**config.mk**
```make
export PLATFORM = sky130hd
export DESIGN_NAME = mmst_core
export DESIGN_NICKNAME = d
export VERILOG_FILES = /design/src/mmst_pkg.sv /design/src/mmst_core.sv
export SDC_FILE = /design/constraint.sdc
export NUM_CORES = 1
export LEC_CHECK = 0
export ABC_AREA = 1
export BUFFER_PORTS_ARGS = -buffer_cell sky130_fd_sc_hd__buf_2
export CAP_MARGIN = 20
export CORE_MARGIN = 5
export CORE_UTILIZATION = 47
export DETAILED_ROUTE_END_ITERATION = 8
export HOLD_SLACK_MARGIN = 0.1
export PLACE_DENSITY = 0.7
export SLEW_MARGIN = 20
export SYNTH_ARGS = -nofsm -noshare
export SYNTH_HDL_FRONTEND = slang
export SYNTH_SLANG_ARGS = --single-unit
```
**constraint.sdc**
```tcl
create_clock -name clk -period 3.6 [get_ports clk]
set_clock_uncertainty 0.2 [all_clocks]
set_input_delay 0 -clock clk [delete_from_list [all_inputs] [get_ports clk]]
set_output_delay 0 -clock clk [all_outputs]
set_load 0.005 [all_outputs]
```
**src/mmst_pkg.sv**
```systemverilog
// Constants and types of the management status and timing block
`default_nettype none
package mmst_pkg;
  // ****************************************************************
  // Clock and timing
  // ****************************************************************
  localparam int unsigned CLK_KHZ       = 20000;
  localparam int unsigned T_INIT_MS     = 2000;
  localparam int unsigned T_WAKE_MS     = 300;
  localparam int unsigned T_RST_MIN_US  = 2;
  localparam logic [31:0] INIT_CYC_DEF  = 32'(T_INIT_MS * CLK_KHZ);
  localparam logic [31:0] WAKE_CYC_DEF  = 32'(T_WAKE_MS * CLK_KHZ);
  localparam logic [7:0]  RST_MIN_CYC   =
    8'((T_RST_MIN_US * CLK_KHZ + 999) / 1000);

  // ****************************************************************
  // Register map
  // ****************************************************************
  localparam int unsigned ADDR_W        = 8;
  localparam logic [7:0]  OFF_STATUS    = 8'h00;
  localparam logic [7:0]  OFF_FLAGS     = 8'h04;
  localparam logic [7:0]  OFF_MASK      = 8'h08;
  localparam logic [7:0]  OFF_CTRL      = 8'h0c;
  localparam int unsigned ST_DNR_BIT    = 0;
  localparam int unsigned ST_LOWP_BIT   = 1;
  localparam int unsigned ST_BUSR_BIT   = 2;
  localparam int unsigned ST_FULL_BIT   = 3;
  localparam int unsigned FLG_READY_BIT = 0;
  localparam int unsigned CTL_PDOWN_BIT = 0;
  localparam int unsigned CTL_RATE_LSB  = 1;
  localparam logic [1:0]  RESP_OKAY     = 2'h0;
  localparam logic [1:0]  RESP_SLVERR   = 2'h2;

  // ****************************************************************
  // Serial bus framing
  // ****************************************************************
  localparam logic [3:0]  RW_BIT_IDX    = 4'h7;
  localparam logic [3:0]  BYTE_BITS     = 4'h8;

  typedef enum logic [2:0] {
    ST_INIT, ST_HELD, ST_RUN, ST_LOW, ST_WAKE
  } mmst_state_t;
endpackage : mmst_pkg
`default_nettype wire

```
**src/mmst_core.sv**
```systemverilog
// Management status, flag and power-state timing logic
`timescale 1ns/1ps
`default_nettype none
module mmst_core #(
  parameter int unsigned LANES    = 4,
  parameter int unsigned AUX_W    = 4,
  parameter int unsigned RS_W     = 2,
  parameter logic [31:0] INIT_CYC = mmst_pkg::INIT_CYC_DEF,
  parameter logic [31:0] WAKE_CYC = mmst_pkg::WAKE_CYC_DEF
) (
  // Clock and reset
  input  wire logic                        clk,
  input  wire logic                        rst,
  // AXI4-Lite write
  input  wire logic [mmst_pkg::ADDR_W-1:0] s_axi_awaddr,
  input  wire logic                        s_axi_awvalid,
  output logic                             s_axi_awready,
  input  wire logic [31:0]                 s_axi_wdata,
  input  wire logic [3:0]                  s_axi_wstrb,
  input  wire logic                        s_axi_wvalid,
  output logic                             s_axi_wready,
  output logic [1:0]                       s_axi_bresp,
  output logic                             s_axi_bvalid,
  input  wire logic                        s_axi_bready,
  // AXI4-Lite read
  input  wire logic [mmst_pkg::ADDR_W-1:0] s_axi_araddr,
  input  wire logic                        s_axi_arvalid,
  output logic                             s_axi_arready,
  output logic [31:0]                      s_axi_rdata,
  output logic [1:0]                       s_axi_rresp,
  output logic                             s_axi_rvalid,
  input  wire logic                        s_axi_rready,
  // Module pins
  input  wire logic                        module_reset_n_pin,
  input  wire logic                        low_power_select_pin,
  input  wire logic                        scl_pin,
  input  wire logic                        sda_pin,
  output logic                             interrupt_request_n,
  // Monitored conditions
  input  wire logic [LANES-1:0]            rx_los_in,
  input  wire logic [LANES-1:0]            tx_fault_in,
  input  wire logic [AUX_W-1:0]            aux_cond_in,
  // Power, rate and bus-ready outputs
  output logic                             power_level1,
  output logic [RS_W-1:0]                  rate_select_out,
  output logic                             bus_ready
);
  localparam int unsigned FW = 1 + 2 * LANES + AUX_W;
  localparam int unsigned SW = 3 + FW;
  localparam int unsigned CW = 1 + RS_W;
  localparam logic [SW-1:0] SYNC_INIT = {3'h5, {(FW-1){1'b0}}, 1'b1};

  // ****************************************************************
  // Pin synchronisers
  // ****************************************************************
  logic [SW-1:0] sync1_r;
  logic [SW-1:0] sync2_r;
  logic [SW-1:0] prev_r;
  always_ff @(posedge clk) begin
    if (rst) begin
      sync1_r <= SYNC_INIT;
      sync2_r <= SYNC_INIT;
      prev_r  <= SYNC_INIT;
    end else begin
      sync1_r <= {module_reset_n_pin, low_power_select_pin, scl_pin,
                  aux_cond_in, tx_fault_in, rx_los_in, sda_pin};
      sync2_r <= sync1_r;
      prev_r  <= sync2_r;
    end
  end

  logic          rstn_s;
  logic          lp_s;
  logic          scl_s;
  logic          sda_s;
  logic [FW-2:0] cond_s;
  logic [FW-2:0] cond_p;
  assign rstn_s = sync2_r[SW-1];
  assign lp_s   = sync2_r[SW-2];
  assign scl_s  = sync2_r[SW-3];
  assign sda_s  = sync2_r[0];
  assign cond_s = sync2_r[FW-1:1];
  assign cond_p = prev_r[FW-1:1];

  // ****************************************************************
  // Serial bus transaction monitor
  // ****************************************************************
  logic       in_txn_r, in_txn_nxt;
  logic [3:0] bitcnt_r, bitcnt_nxt;
  logic       rw_r, rw_nxt;
  logic       end_pend_r, end_pend_nxt;
  logic       end_rw_r, end_rw_nxt;
  logic       txn_rd_end;
  logic       txn_wr_end;
  logic       scl_fall, scl_rise, bus_start, bus_stop;

  always_comb begin
    scl_fall     = prev_r[SW-3] & ~scl_s;
    scl_rise     = ~prev_r[SW-3] & scl_s;
    bus_start    = scl_s & prev_r[SW-3] & prev_r[0] & ~sda_s;
    bus_stop     = scl_s & prev_r[SW-3] & ~prev_r[0] & sda_s;
    in_txn_nxt   = in_txn_r;
    bitcnt_nxt   = bitcnt_r;
    rw_nxt       = rw_r;
    end_pend_nxt = end_pend_r;
    end_rw_nxt   = end_rw_r;
    txn_rd_end   = 1'b0;
    txn_wr_end   = 1'b0;
    if (bus_start) begin
      in_txn_nxt = 1'b1;
      bitcnt_nxt = '0;
    end else if (bus_stop && in_txn_r) begin
      in_txn_nxt   = 1'b0;
      end_pend_nxt = 1'b1;
      end_rw_nxt   = rw_r;
    end else if (scl_rise && in_txn_r && bitcnt_r != mmst_pkg::BYTE_BITS) begin
      bitcnt_nxt = bitcnt_r + 4'h1;
      if (bitcnt_r == mmst_pkg::RW_BIT_IDX) begin
        rw_nxt = sda_s;
      end
    end
    // Timing reference: first clock fall after the stop
    if (end_pend_r && scl_fall) begin
      end_pend_nxt = 1'b0;
      txn_rd_end   = end_rw_r;
      txn_wr_end   = ~end_rw_r;
    end
  end

  always_ff @(posedge clk) begin
    if (rst) begin
      in_txn_r   <= 1'b0;
      bitcnt_r   <= '0;
      rw_r       <= 1'b0;
      end_pend_r <= 1'b0;
      end_rw_r   <= 1'b0;
    end else begin
      in_txn_r   <= in_txn_nxt;
      bitcnt_r   <= bitcnt_nxt;
      rw_r       <= rw_nxt;
      end_pend_r <= end_pend_nxt;
      end_rw_r   <= end_rw_nxt;
    end
  end

  // ****************************************************************
  // Power state and initialisation timing
  // ****************************************************************
  mmst_pkg::mmst_state_t state_r, state_nxt;
  logic [31:0] cnt_r, cnt_nxt;
  logic [7:0]  rlow_r, rlow_nxt;
  logic        dnr_r, dnr_nxt;
  logic        busr_r, busr_nxt;
  logic        lowp_r, lowp_nxt;
  logic        pin_reset;
  logic        ready_evt;
  logic        lp_req;
  logic [CW-1:0] ctrl_r;

  assign lp_req    = lp_s | ctrl_r[mmst_pkg::CTL_PDOWN_BIT];
  assign pin_reset = (rlow_r == mmst_pkg::RST_MIN_CYC);

  always_comb begin
    state_nxt = state_r;
    cnt_nxt   = cnt_r + 32'h1;
    dnr_nxt   = dnr_r;
    busr_nxt  = busr_r;
    ready_evt = 1'b0;
    lowp_nxt  = lp_req;
    rlow_nxt  = rlow_r;
    // Short low pulses are filtered out
    if (rstn_s) begin
      rlow_nxt = '0;
    end else if (!pin_reset) begin
      rlow_nxt = rlow_r + 8'h1;
    end
    if (pin_reset) begin
      state_nxt = mmst_pkg::ST_HELD;
      cnt_nxt   = '0;
      dnr_nxt   = 1'b1;
      busr_nxt  = 1'b0;
    end else begin
      case (state_r)
        mmst_pkg::ST_INIT: begin
          if (cnt_r == INIT_CYC - 32'h1) begin
            dnr_nxt   = 1'b0;
            busr_nxt  = 1'b1;
            ready_evt = 1'b1;
            state_nxt = lp_req ? mmst_pkg::ST_LOW : mmst_pkg::ST_RUN;
          end
        end
        mmst_pkg::ST_HELD: begin
          cnt_nxt = '0;
          if (rstn_s) begin
            state_nxt = mmst_pkg::ST_INIT;
          end
        end
        mmst_pkg::ST_RUN: begin
          if (lp_req) begin
            state_nxt = mmst_pkg::ST_LOW;
          end
        end
        mmst_pkg::ST_LOW: begin
          cnt_nxt = '0;
          if (!lp_req) begin
            state_nxt = mmst_pkg::ST_WAKE;
            dnr_nxt   = 1'b1;
          end
        end
        mmst_pkg::ST_WAKE: begin
          if (lp_req) begin
            state_nxt = mmst_pkg::ST_LOW;
          end else if (cnt_r == WAKE_CYC - 32'h1) begin
            dnr_nxt   = 1'b0;
            ready_evt = 1'b1;
            state_nxt = mmst_pkg::ST_RUN;
          end
        end
        default: state_nxt = mmst_pkg::ST_INIT;
      endcase
    end
  end

  always_ff @(posedge clk) begin
    if (rst) begin
      state_r <= mmst_pkg::ST_INIT;
      cnt_r   <= '0;
      rlow_r  <= '0;
      dnr_r   <= 1'b1;
      busr_r  <= 1'b0;
      lowp_r  <= 1'b0;
    end else begin
      state_r <= state_nxt;
      cnt_r   <= cnt_nxt;
      rlow_r  <= rlow_nxt;
      dnr_r   <= dnr_nxt;
      busr_r  <= busr_nxt;
      lowp_r  <= lowp_nxt;
    end
  end
  assign power_level1 = lowp_r;
  assign bus_ready    = busr_r;

  // ****************************************************************
  // Flags, masks, control and AXI4-Lite slave
  // ****************************************************************
  logic [FW-1:0]   flags_r, flags_nxt, mask_r, mask_nxt;
  logic [FW-1:0]   mask_sh_r, mask_sh_nxt, clr_r, clr_nxt, set_vec;
  logic [CW-1:0]   ctrl_nxt, ctrl_sh_r, ctrl_sh_nxt;
  logic            intr_n_r, intr_n_nxt;
  logic [RS_W-1:0] rate_r, rate_nxt;
  logic            aw_h_r, aw_h_nxt, w_h_r, w_h_nxt;
  logic [7:0]      awaddr_r, awaddr_nxt;
  logic [31:0]     wdata_r, wdata_nxt, wmask, wval, rdata_r, rdata_nxt;
  logic [3:0]      wstrb_r, wstrb_nxt;
  logic            awrdy_r, awrdy_nxt, wrdy_r, wrdy_nxt;
  logic            bvalid_r, bvalid_nxt, arrdy_r, arrdy_nxt;
  logic            rvalid_r, rvalid_nxt;
  logic [1:0]      bresp_r, bresp_nxt, rresp_r, rresp_nxt;

  assign set_vec = {cond_s & ~cond_p, ready_evt};

  always_comb begin
    flags_nxt   = flags_r;
    clr_nxt     = clr_r;
    mask_nxt    = mask_r;
    mask_sh_nxt = mask_sh_r;
    ctrl_nxt    = ctrl_r;
    ctrl_sh_nxt = ctrl_sh_r;
    aw_h_nxt    = aw_h_r | (s_axi_awvalid & awrdy_r);
    w_h_nxt     = w_h_r | (s_axi_wvalid & wrdy_r);
    awaddr_nxt  = (s_axi_awvalid & awrdy_r) ? s_axi_awaddr : awaddr_r;
    wdata_nxt   = (s_axi_wvalid & wrdy_r) ? s_axi_wdata : wdata_r;
    wstrb_nxt   = (s_axi_wvalid & wrdy_r) ? s_axi_wstrb : wstrb_r;
    bvalid_nxt  = bvalid_r & ~s_axi_bready;
    bresp_nxt   = bresp_r;
    rvalid_nxt  = rvalid_r & ~s_axi_rready;
    rdata_nxt   = rdata_r;
    rresp_nxt   = rresp_r;
    wmask = {{8{wstrb_r[3]}}, {8{wstrb_r[2]}}, {8{wstrb_r[1]}},
             {8{wstrb_r[0]}}};
    wval  = '0;
    // Clear on read lands at the read's timing reference; set wins
    if (txn_rd_end) begin
      flags_nxt = flags_r & ~clr_r;
      clr_nxt   = '0;
    end
    flags_nxt = flags_nxt | set_vec;
    if (txn_wr_end) begin
      mask_nxt = mask_sh_r;
      ctrl_nxt = ctrl_sh_r;
    end
    if (aw_h_r && w_h_r && !bvalid_r) begin
      aw_h_nxt   = 1'b0;
      w_h_nxt    = 1'b0;
      bvalid_nxt = 1'b1;
      bresp_nxt  = mmst_pkg::RESP_OKAY;
      if (awaddr_r == mmst_pkg::OFF_MASK) begin
        wval        = (32'(mask_sh_r) & ~wmask) | (wdata_r & wmask);
        mask_sh_nxt = wval[FW-1:0];
      end else if (awaddr_r == mmst_pkg::OFF_CTRL) begin
        wval        = (32'(ctrl_sh_r) & ~wmask) | (wdata_r & wmask);
        ctrl_sh_nxt = wval[CW-1:0];
      end else if (awaddr_r != mmst_pkg::OFF_STATUS &&
                   awaddr_r != mmst_pkg::OFF_FLAGS) begin
        bresp_nxt = mmst_pkg::RESP_SLVERR;
      end
    end
    if (s_axi_arvalid && arrdy_r) begin
      rvalid_nxt = 1'b1;
      rresp_nxt  = mmst_pkg::RESP_OKAY;
      rdata_nxt  = '0;
      if (s_axi_araddr == mmst_pkg::OFF_STATUS) begin
        rdata_nxt[mmst_pkg::ST_DNR_BIT]  = dnr_r;
        rdata_nxt[mmst_pkg::ST_LOWP_BIT] = lowp_r;
        rdata_nxt[mmst_pkg::ST_BUSR_BIT] = busr_r;
        rdata_nxt[mmst_pkg::ST_FULL_BIT] = (state_r == mmst_pkg::ST_RUN);
      end else if (s_axi_araddr == mmst_pkg::OFF_FLAGS) begin
        rdata_nxt = 32'(flags_r);
        clr_nxt   = clr_nxt | flags_r;
      end else if (s_axi_araddr == mmst_pkg::OFF_MASK) begin
        rdata_nxt = 32'(mask_sh_r);
      end else if (s_axi_araddr == mmst_pkg::OFF_CTRL) begin
        rdata_nxt = 32'(ctrl_sh_r);
      end else begin
        rresp_nxt = mmst_pkg::RESP_SLVERR;
      end
    end
    if (pin_reset) begin
      flags_nxt   = '0;
      clr_nxt     = '0;
      mask_nxt    = '0;
      mask_sh_nxt = '0;
      ctrl_nxt    = '0;
      ctrl_sh_nxt = '0;
    end
    awrdy_nxt  = ~aw_h_nxt & ~bvalid_nxt;
    wrdy_nxt   = ~w_h_nxt & ~bvalid_nxt;
    arrdy_nxt  = ~rvalid_nxt;
    intr_n_nxt = ~|(flags_r & ~mask_r);
    rate_nxt   = ctrl_r[mmst_pkg::CTL_RATE_LSB +: RS_W];
  end

  always_ff @(posedge clk) begin
    if (rst) begin
      flags_r  <= '0;
      clr_r    <= '0;
      mask_r   <= '0;
      mask_sh_r <= '0;
      ctrl_r   <= '0;
      ctrl_sh_r <= '0;
      intr_n_r <= 1'b1;
      rate_r   <= '0;
      aw_h_r   <= 1'b0;
      w_h_r    <= 1'b0;
      awaddr_r <= '0;
      wdata_r  <= '0;
      wstrb_r  <= '0;
      awrdy_r  <= 1'b0;
      wrdy_r   <= 1'b0;
      bvalid_r <= 1'b0;
      bresp_r  <= '0;
      arrdy_r  <= 1'b0;
      rvalid_r <= 1'b0;
      rdata_r  <= '0;
      rresp_r  <= '0;
    end else begin
      flags_r  <= flags_nxt;
      clr_r    <= clr_nxt;
      mask_r   <= mask_nxt;
      mask_sh_r <= mask_sh_nxt;
      ctrl_r   <= ctrl_nxt;
      ctrl_sh_r <= ctrl_sh_nxt;
      intr_n_r <= intr_n_nxt;
      rate_r   <= rate_nxt;
      aw_h_r   <= aw_h_nxt;
      w_h_r    <= w_h_nxt;
      awaddr_r <= awaddr_nxt;
      wdata_r  <= wdata_nxt;
      wstrb_r  <= wstrb_nxt;
      awrdy_r  <= awrdy_nxt;
      wrdy_r   <= wrdy_nxt;
      bvalid_r <= bvalid_nxt;
      bresp_r  <= bresp_nxt;
      arrdy_r  <= arrdy_nxt;
      rvalid_r <= rvalid_nxt;
      rdata_r  <= rdata_nxt;
      rresp_r  <= rresp_nxt;
    end
  end
  assign interrupt_request_n = intr_n_r;
  assign rate_select_out     = rate_r;
  assign s_axi_awready       = awrdy_r;
  assign s_axi_wready        = wrdy_r;
  assign s_axi_bvalid        = bvalid_r;
  assign s_axi_bresp         = bresp_r;
  assign s_axi_arready       = arrdy_r;
  assign s_axi_rvalid        = rvalid_r;
  assign s_axi_rdata         = rdata_r;
  assign s_axi_rresp         = rresp_r;
endmodule : mmst_core
`default_nettype wire

```
==> results.py <==
metrics = {
    "floorplanning": {
        "die_y_um": 144,
        "start_util": 0.474,
        "core_area_mm2": 0.0178,
        "ios": 121,
        "die_w_um": 144,
        "die_area_mm2": 0.0207,
        "num_rows": 49,
    },
    "clock_network": {
        "numCtsBuffers": 22,
        "cts_hold_buf": 129,
        "cts_resized": 0,
        "h-tree-depth": 1,
        "cts.sinks": 206,
        "clk_pin_slew_worst_paths_ns": 0.06,
        "cts_tree": "yes",
        "clock_path_buffers": 3,
        "cts_root_buf": "clkbuf_16",
        "clock_latency_ns": 0.51,
        "postCtsSetupRepairBufs": 0,
    },
    "flow_run": {
        "cap_viol_max_count": 0,
    },
    "min_path": {
        "hold_class": "input pin to flip-flop",
    },
    "worst_setup_path": {
        "path_max_fanout": 6,
        "endpoint_kind": "flip-flop",
        "crit_path_start_kind": "input pin",
        "critPathTopFamily": "buffers and inverters",
        "critical-path-slowest-cell": "dlygate4sd3_1",
        "critPathRequiredTime_ns": 3.83,
        "path_cells": "dlygate4sd3_1, buf_2, nor2_1, dlygate4sd3_1, nand2_1, dlygate4sd3_1, nor3_1, dlygate4sd3_1, nand2_1, inv_1, nand2_1, a31oi_1",
        "cp.arrival_ns": 3.40,
        "crit_type": "input pin to flip-flop",
        "cp_slowest_stage_delay_ns": 0.65,
        "path_common_cell": "dlygate4sd3_1",
        "path_buf_inv": 6,
    },
    "routing": {
        "vias": 7847,
        "drt_pass1_iterations": 6,
        "drt_wl_total_um": 21100,
        "post_drt_wl_per_cell_um": 13.3,
        "ant_nets": 0,
        "drt_iter0_drc": 522,
        "vias_per_cell": 4.93,
        "drc": 0,
    },
    "cells_and_area": {
        "drive_above_1_share": 0.112,
        "layout.nets": 1425,
        "fillers": 1527,
        "area_delta_synth_final_pct": 30.6,
    },
    "placement": {
        "dp_hpwl_um": 12800,
        "place_congestion": 0.876,
        "portBuffers": 78,
    },
    "sta": {
        "min_period_ns": 3.17,
        "slew_violations": 0,
        "slew_headroom": 0.536,
        "min_period_over_period": 0.880,
        "max_freq_ghz": 0.316,
        "worstMarginPinSlew_ns": 0.696,
        "hold_viol": 0,
        "whs_ns": 0.138,
        "rsz0062_at_grt": "false",
        "setup_violations": 0,
        "setup_tns_ns": 0,
    },
    "logic_synthesis": {
        "postSynthCellCount": 1139,
        "synthFlopType": "dfxtp_1",
        "synth_seq_cells": 206,
        "syn_area_per_cell_um2": 7.39,
        "synth_top_area_frac": 0.490,
        "synth-edff-count": 0,
        "synth_top_area_cell": "dfxtp_1",
        "async_flop_share": 0,
        "synth_cell_type_count": 40,
        "synth.area.top_cells": "dfxtp_1 49%, nor2_1 11%, nand2_1 8.2%",
        "synth_common_cells": "237 x nor2_1, 206 x dfxtp_1, 184 x nand2_1, 149 x inv_1, 75 x a21oi_1",
        "yosys_warnings": 0,
        "synth_area_mm2": 0.00842,
        "seq_area_frac_synth": 0.490,
        "synth_most_common_cell": "nor2_1",
    },
    "grt": {
        "grt_util_met3": 0.0346,
        "busiest_layer": "met2",
        "use_met2": 0.369,
        "grt_first_pass_wirelength_um": 35300,
        "overflow": 0,
        "grt_pass1_vias": 7670,
        "antenna_found_initial": 1,
        "track_usage": 0.205,
        "grt_util_met1": 0.247,
        "grt_max_degree": 66,
    },
    "outcome": {
        "status": "complete, no violations",
    },
    "power_and_ir_drop": {
        "vdd_drop_max_uv": 414,
        "power.density_mw_per_mm2": 481,
        "p_leak_nw": 4.68,
    },
}
## area by class of cell
class,count,area (um^2),area share
clock inverter,9,134,0.0122
multi-input combinational,748,3490,0.317
sequential,206,4120,0.375
inverter,153,574,0.0522
clock buffer,31,644,0.0586
timing repair buffer,214,1740,0.158
antenna,1,2.50,0.000228
tap,229,287,0.0260
## power breakdown
group / internal [W] / leakage [nW] / switching, W
Combinational: 0.000230 / 2.62 / 0.000281
Sequential: 0.00236 / 1.68 / 0.0000437
Clock: 0.00147 / 0.383 / 0.000914
## stage by stage
stage / total power [W] / util / area, um^2 / setup WS [ns] / std cells
2_1_floorplan: 0.00274 / - / 8500 / 1.85 / 1159
3_3_place_gp: 0.00283 / 0.501 / 8910 / 1.39 / 1420
3_5_place_dp: 0.00284 / 0.501 / 8910 / 1.35 / 1420
4_1_cts: 0.00532 / 0.618 / 11000 / 0.555 / 1589
5_1_grt: 0.00551 / 0.619 / 11000 / 0.253 / 1591
6_report: 0.00530 / 0.619 / 11000 / 0.432 / 1591
## placed cells by master, fill, tap and decap left out, types with 4 or more instances in the layout
cell type      synthesis  layout
ha_1                   5       5
nor2_2                 4       4
o22ai_1                8       8
xor2_1                 7       7
nor2_1               237     237
nand2_1              184     184
nand3_1               38      38
nand4_1               21      21
dfxtp_1              206     206
clkinv_2               0       4
conb_1                 1      21
dlygate4sd3_1          0     129
nor2_4                 4       4
a31oi_1               23      23
nor4_1                 5       5
nor3_1                18      18
clkbuf_16              0      22
buf_4                 21       6
inv_1                149     149
o21ai_0               57      57
a21oi_1               75      75
or2_2                 10      10
buf_2                  6      78
xnor2_1                5       5
clkbuf_8               1       6
## final timing paths
path                                                     end  slack, ns  cells past startpoint                    start
worst min register to register         sync2_r[4]$_SDFF_PP0_       0.20                      2    sync1_r[4]$_SDFF_PP0_
worst max-delay path            s_axi_rdata[12]$_SDFFE_PP0P_       0.43                     12          s_axi_araddr[6]
worst min-delay path                 wdata_r[7]$_SDFFE_PP0P_       0.14                      4           s_axi_wdata[7]
worst max register to register       wdata_r[0]$_SDFFE_PP0P_       1.10                      5  s_axi_wready$_SDFF_PP0_
## flip-flops by register name (all words and copies together), names as in the netlist, 14 cells and up, named ones only
signal   count
cnt_r       32
prev_r      14
sync1_r     16
sync2_r     16
## kinds of logic (layout without fill, tap and decap cells)
group | count (synthesis) | in the layout | share of synthesized area
compound gates | 174 | 174 | 0.111
xor+xnor | 12 | 12 | 0.0125
fa+ha+maj | 5 | 5 | 0.00743
buf+inv | 205 | 407 | 0.105
flops | 206 | 206 | 0.490
other cells | 1 | 22 | 0.000445
simple gates | 536 | 536 | 0.274
## routing by layer
layer  part of all wire  vias up
met2               0.51      189
met4              0.032        0
met5                  0        -
li1                   -     3998
met3              0.047       58
met1               0.42     3602
## worst min-delay path, stage by stage
cell           delay, ns
dlygate4sd3_1       0.53
buf_2               0.11
o21ai_0             0.08
nor2_1              0.09
Power figures use the tool's default switching activity.
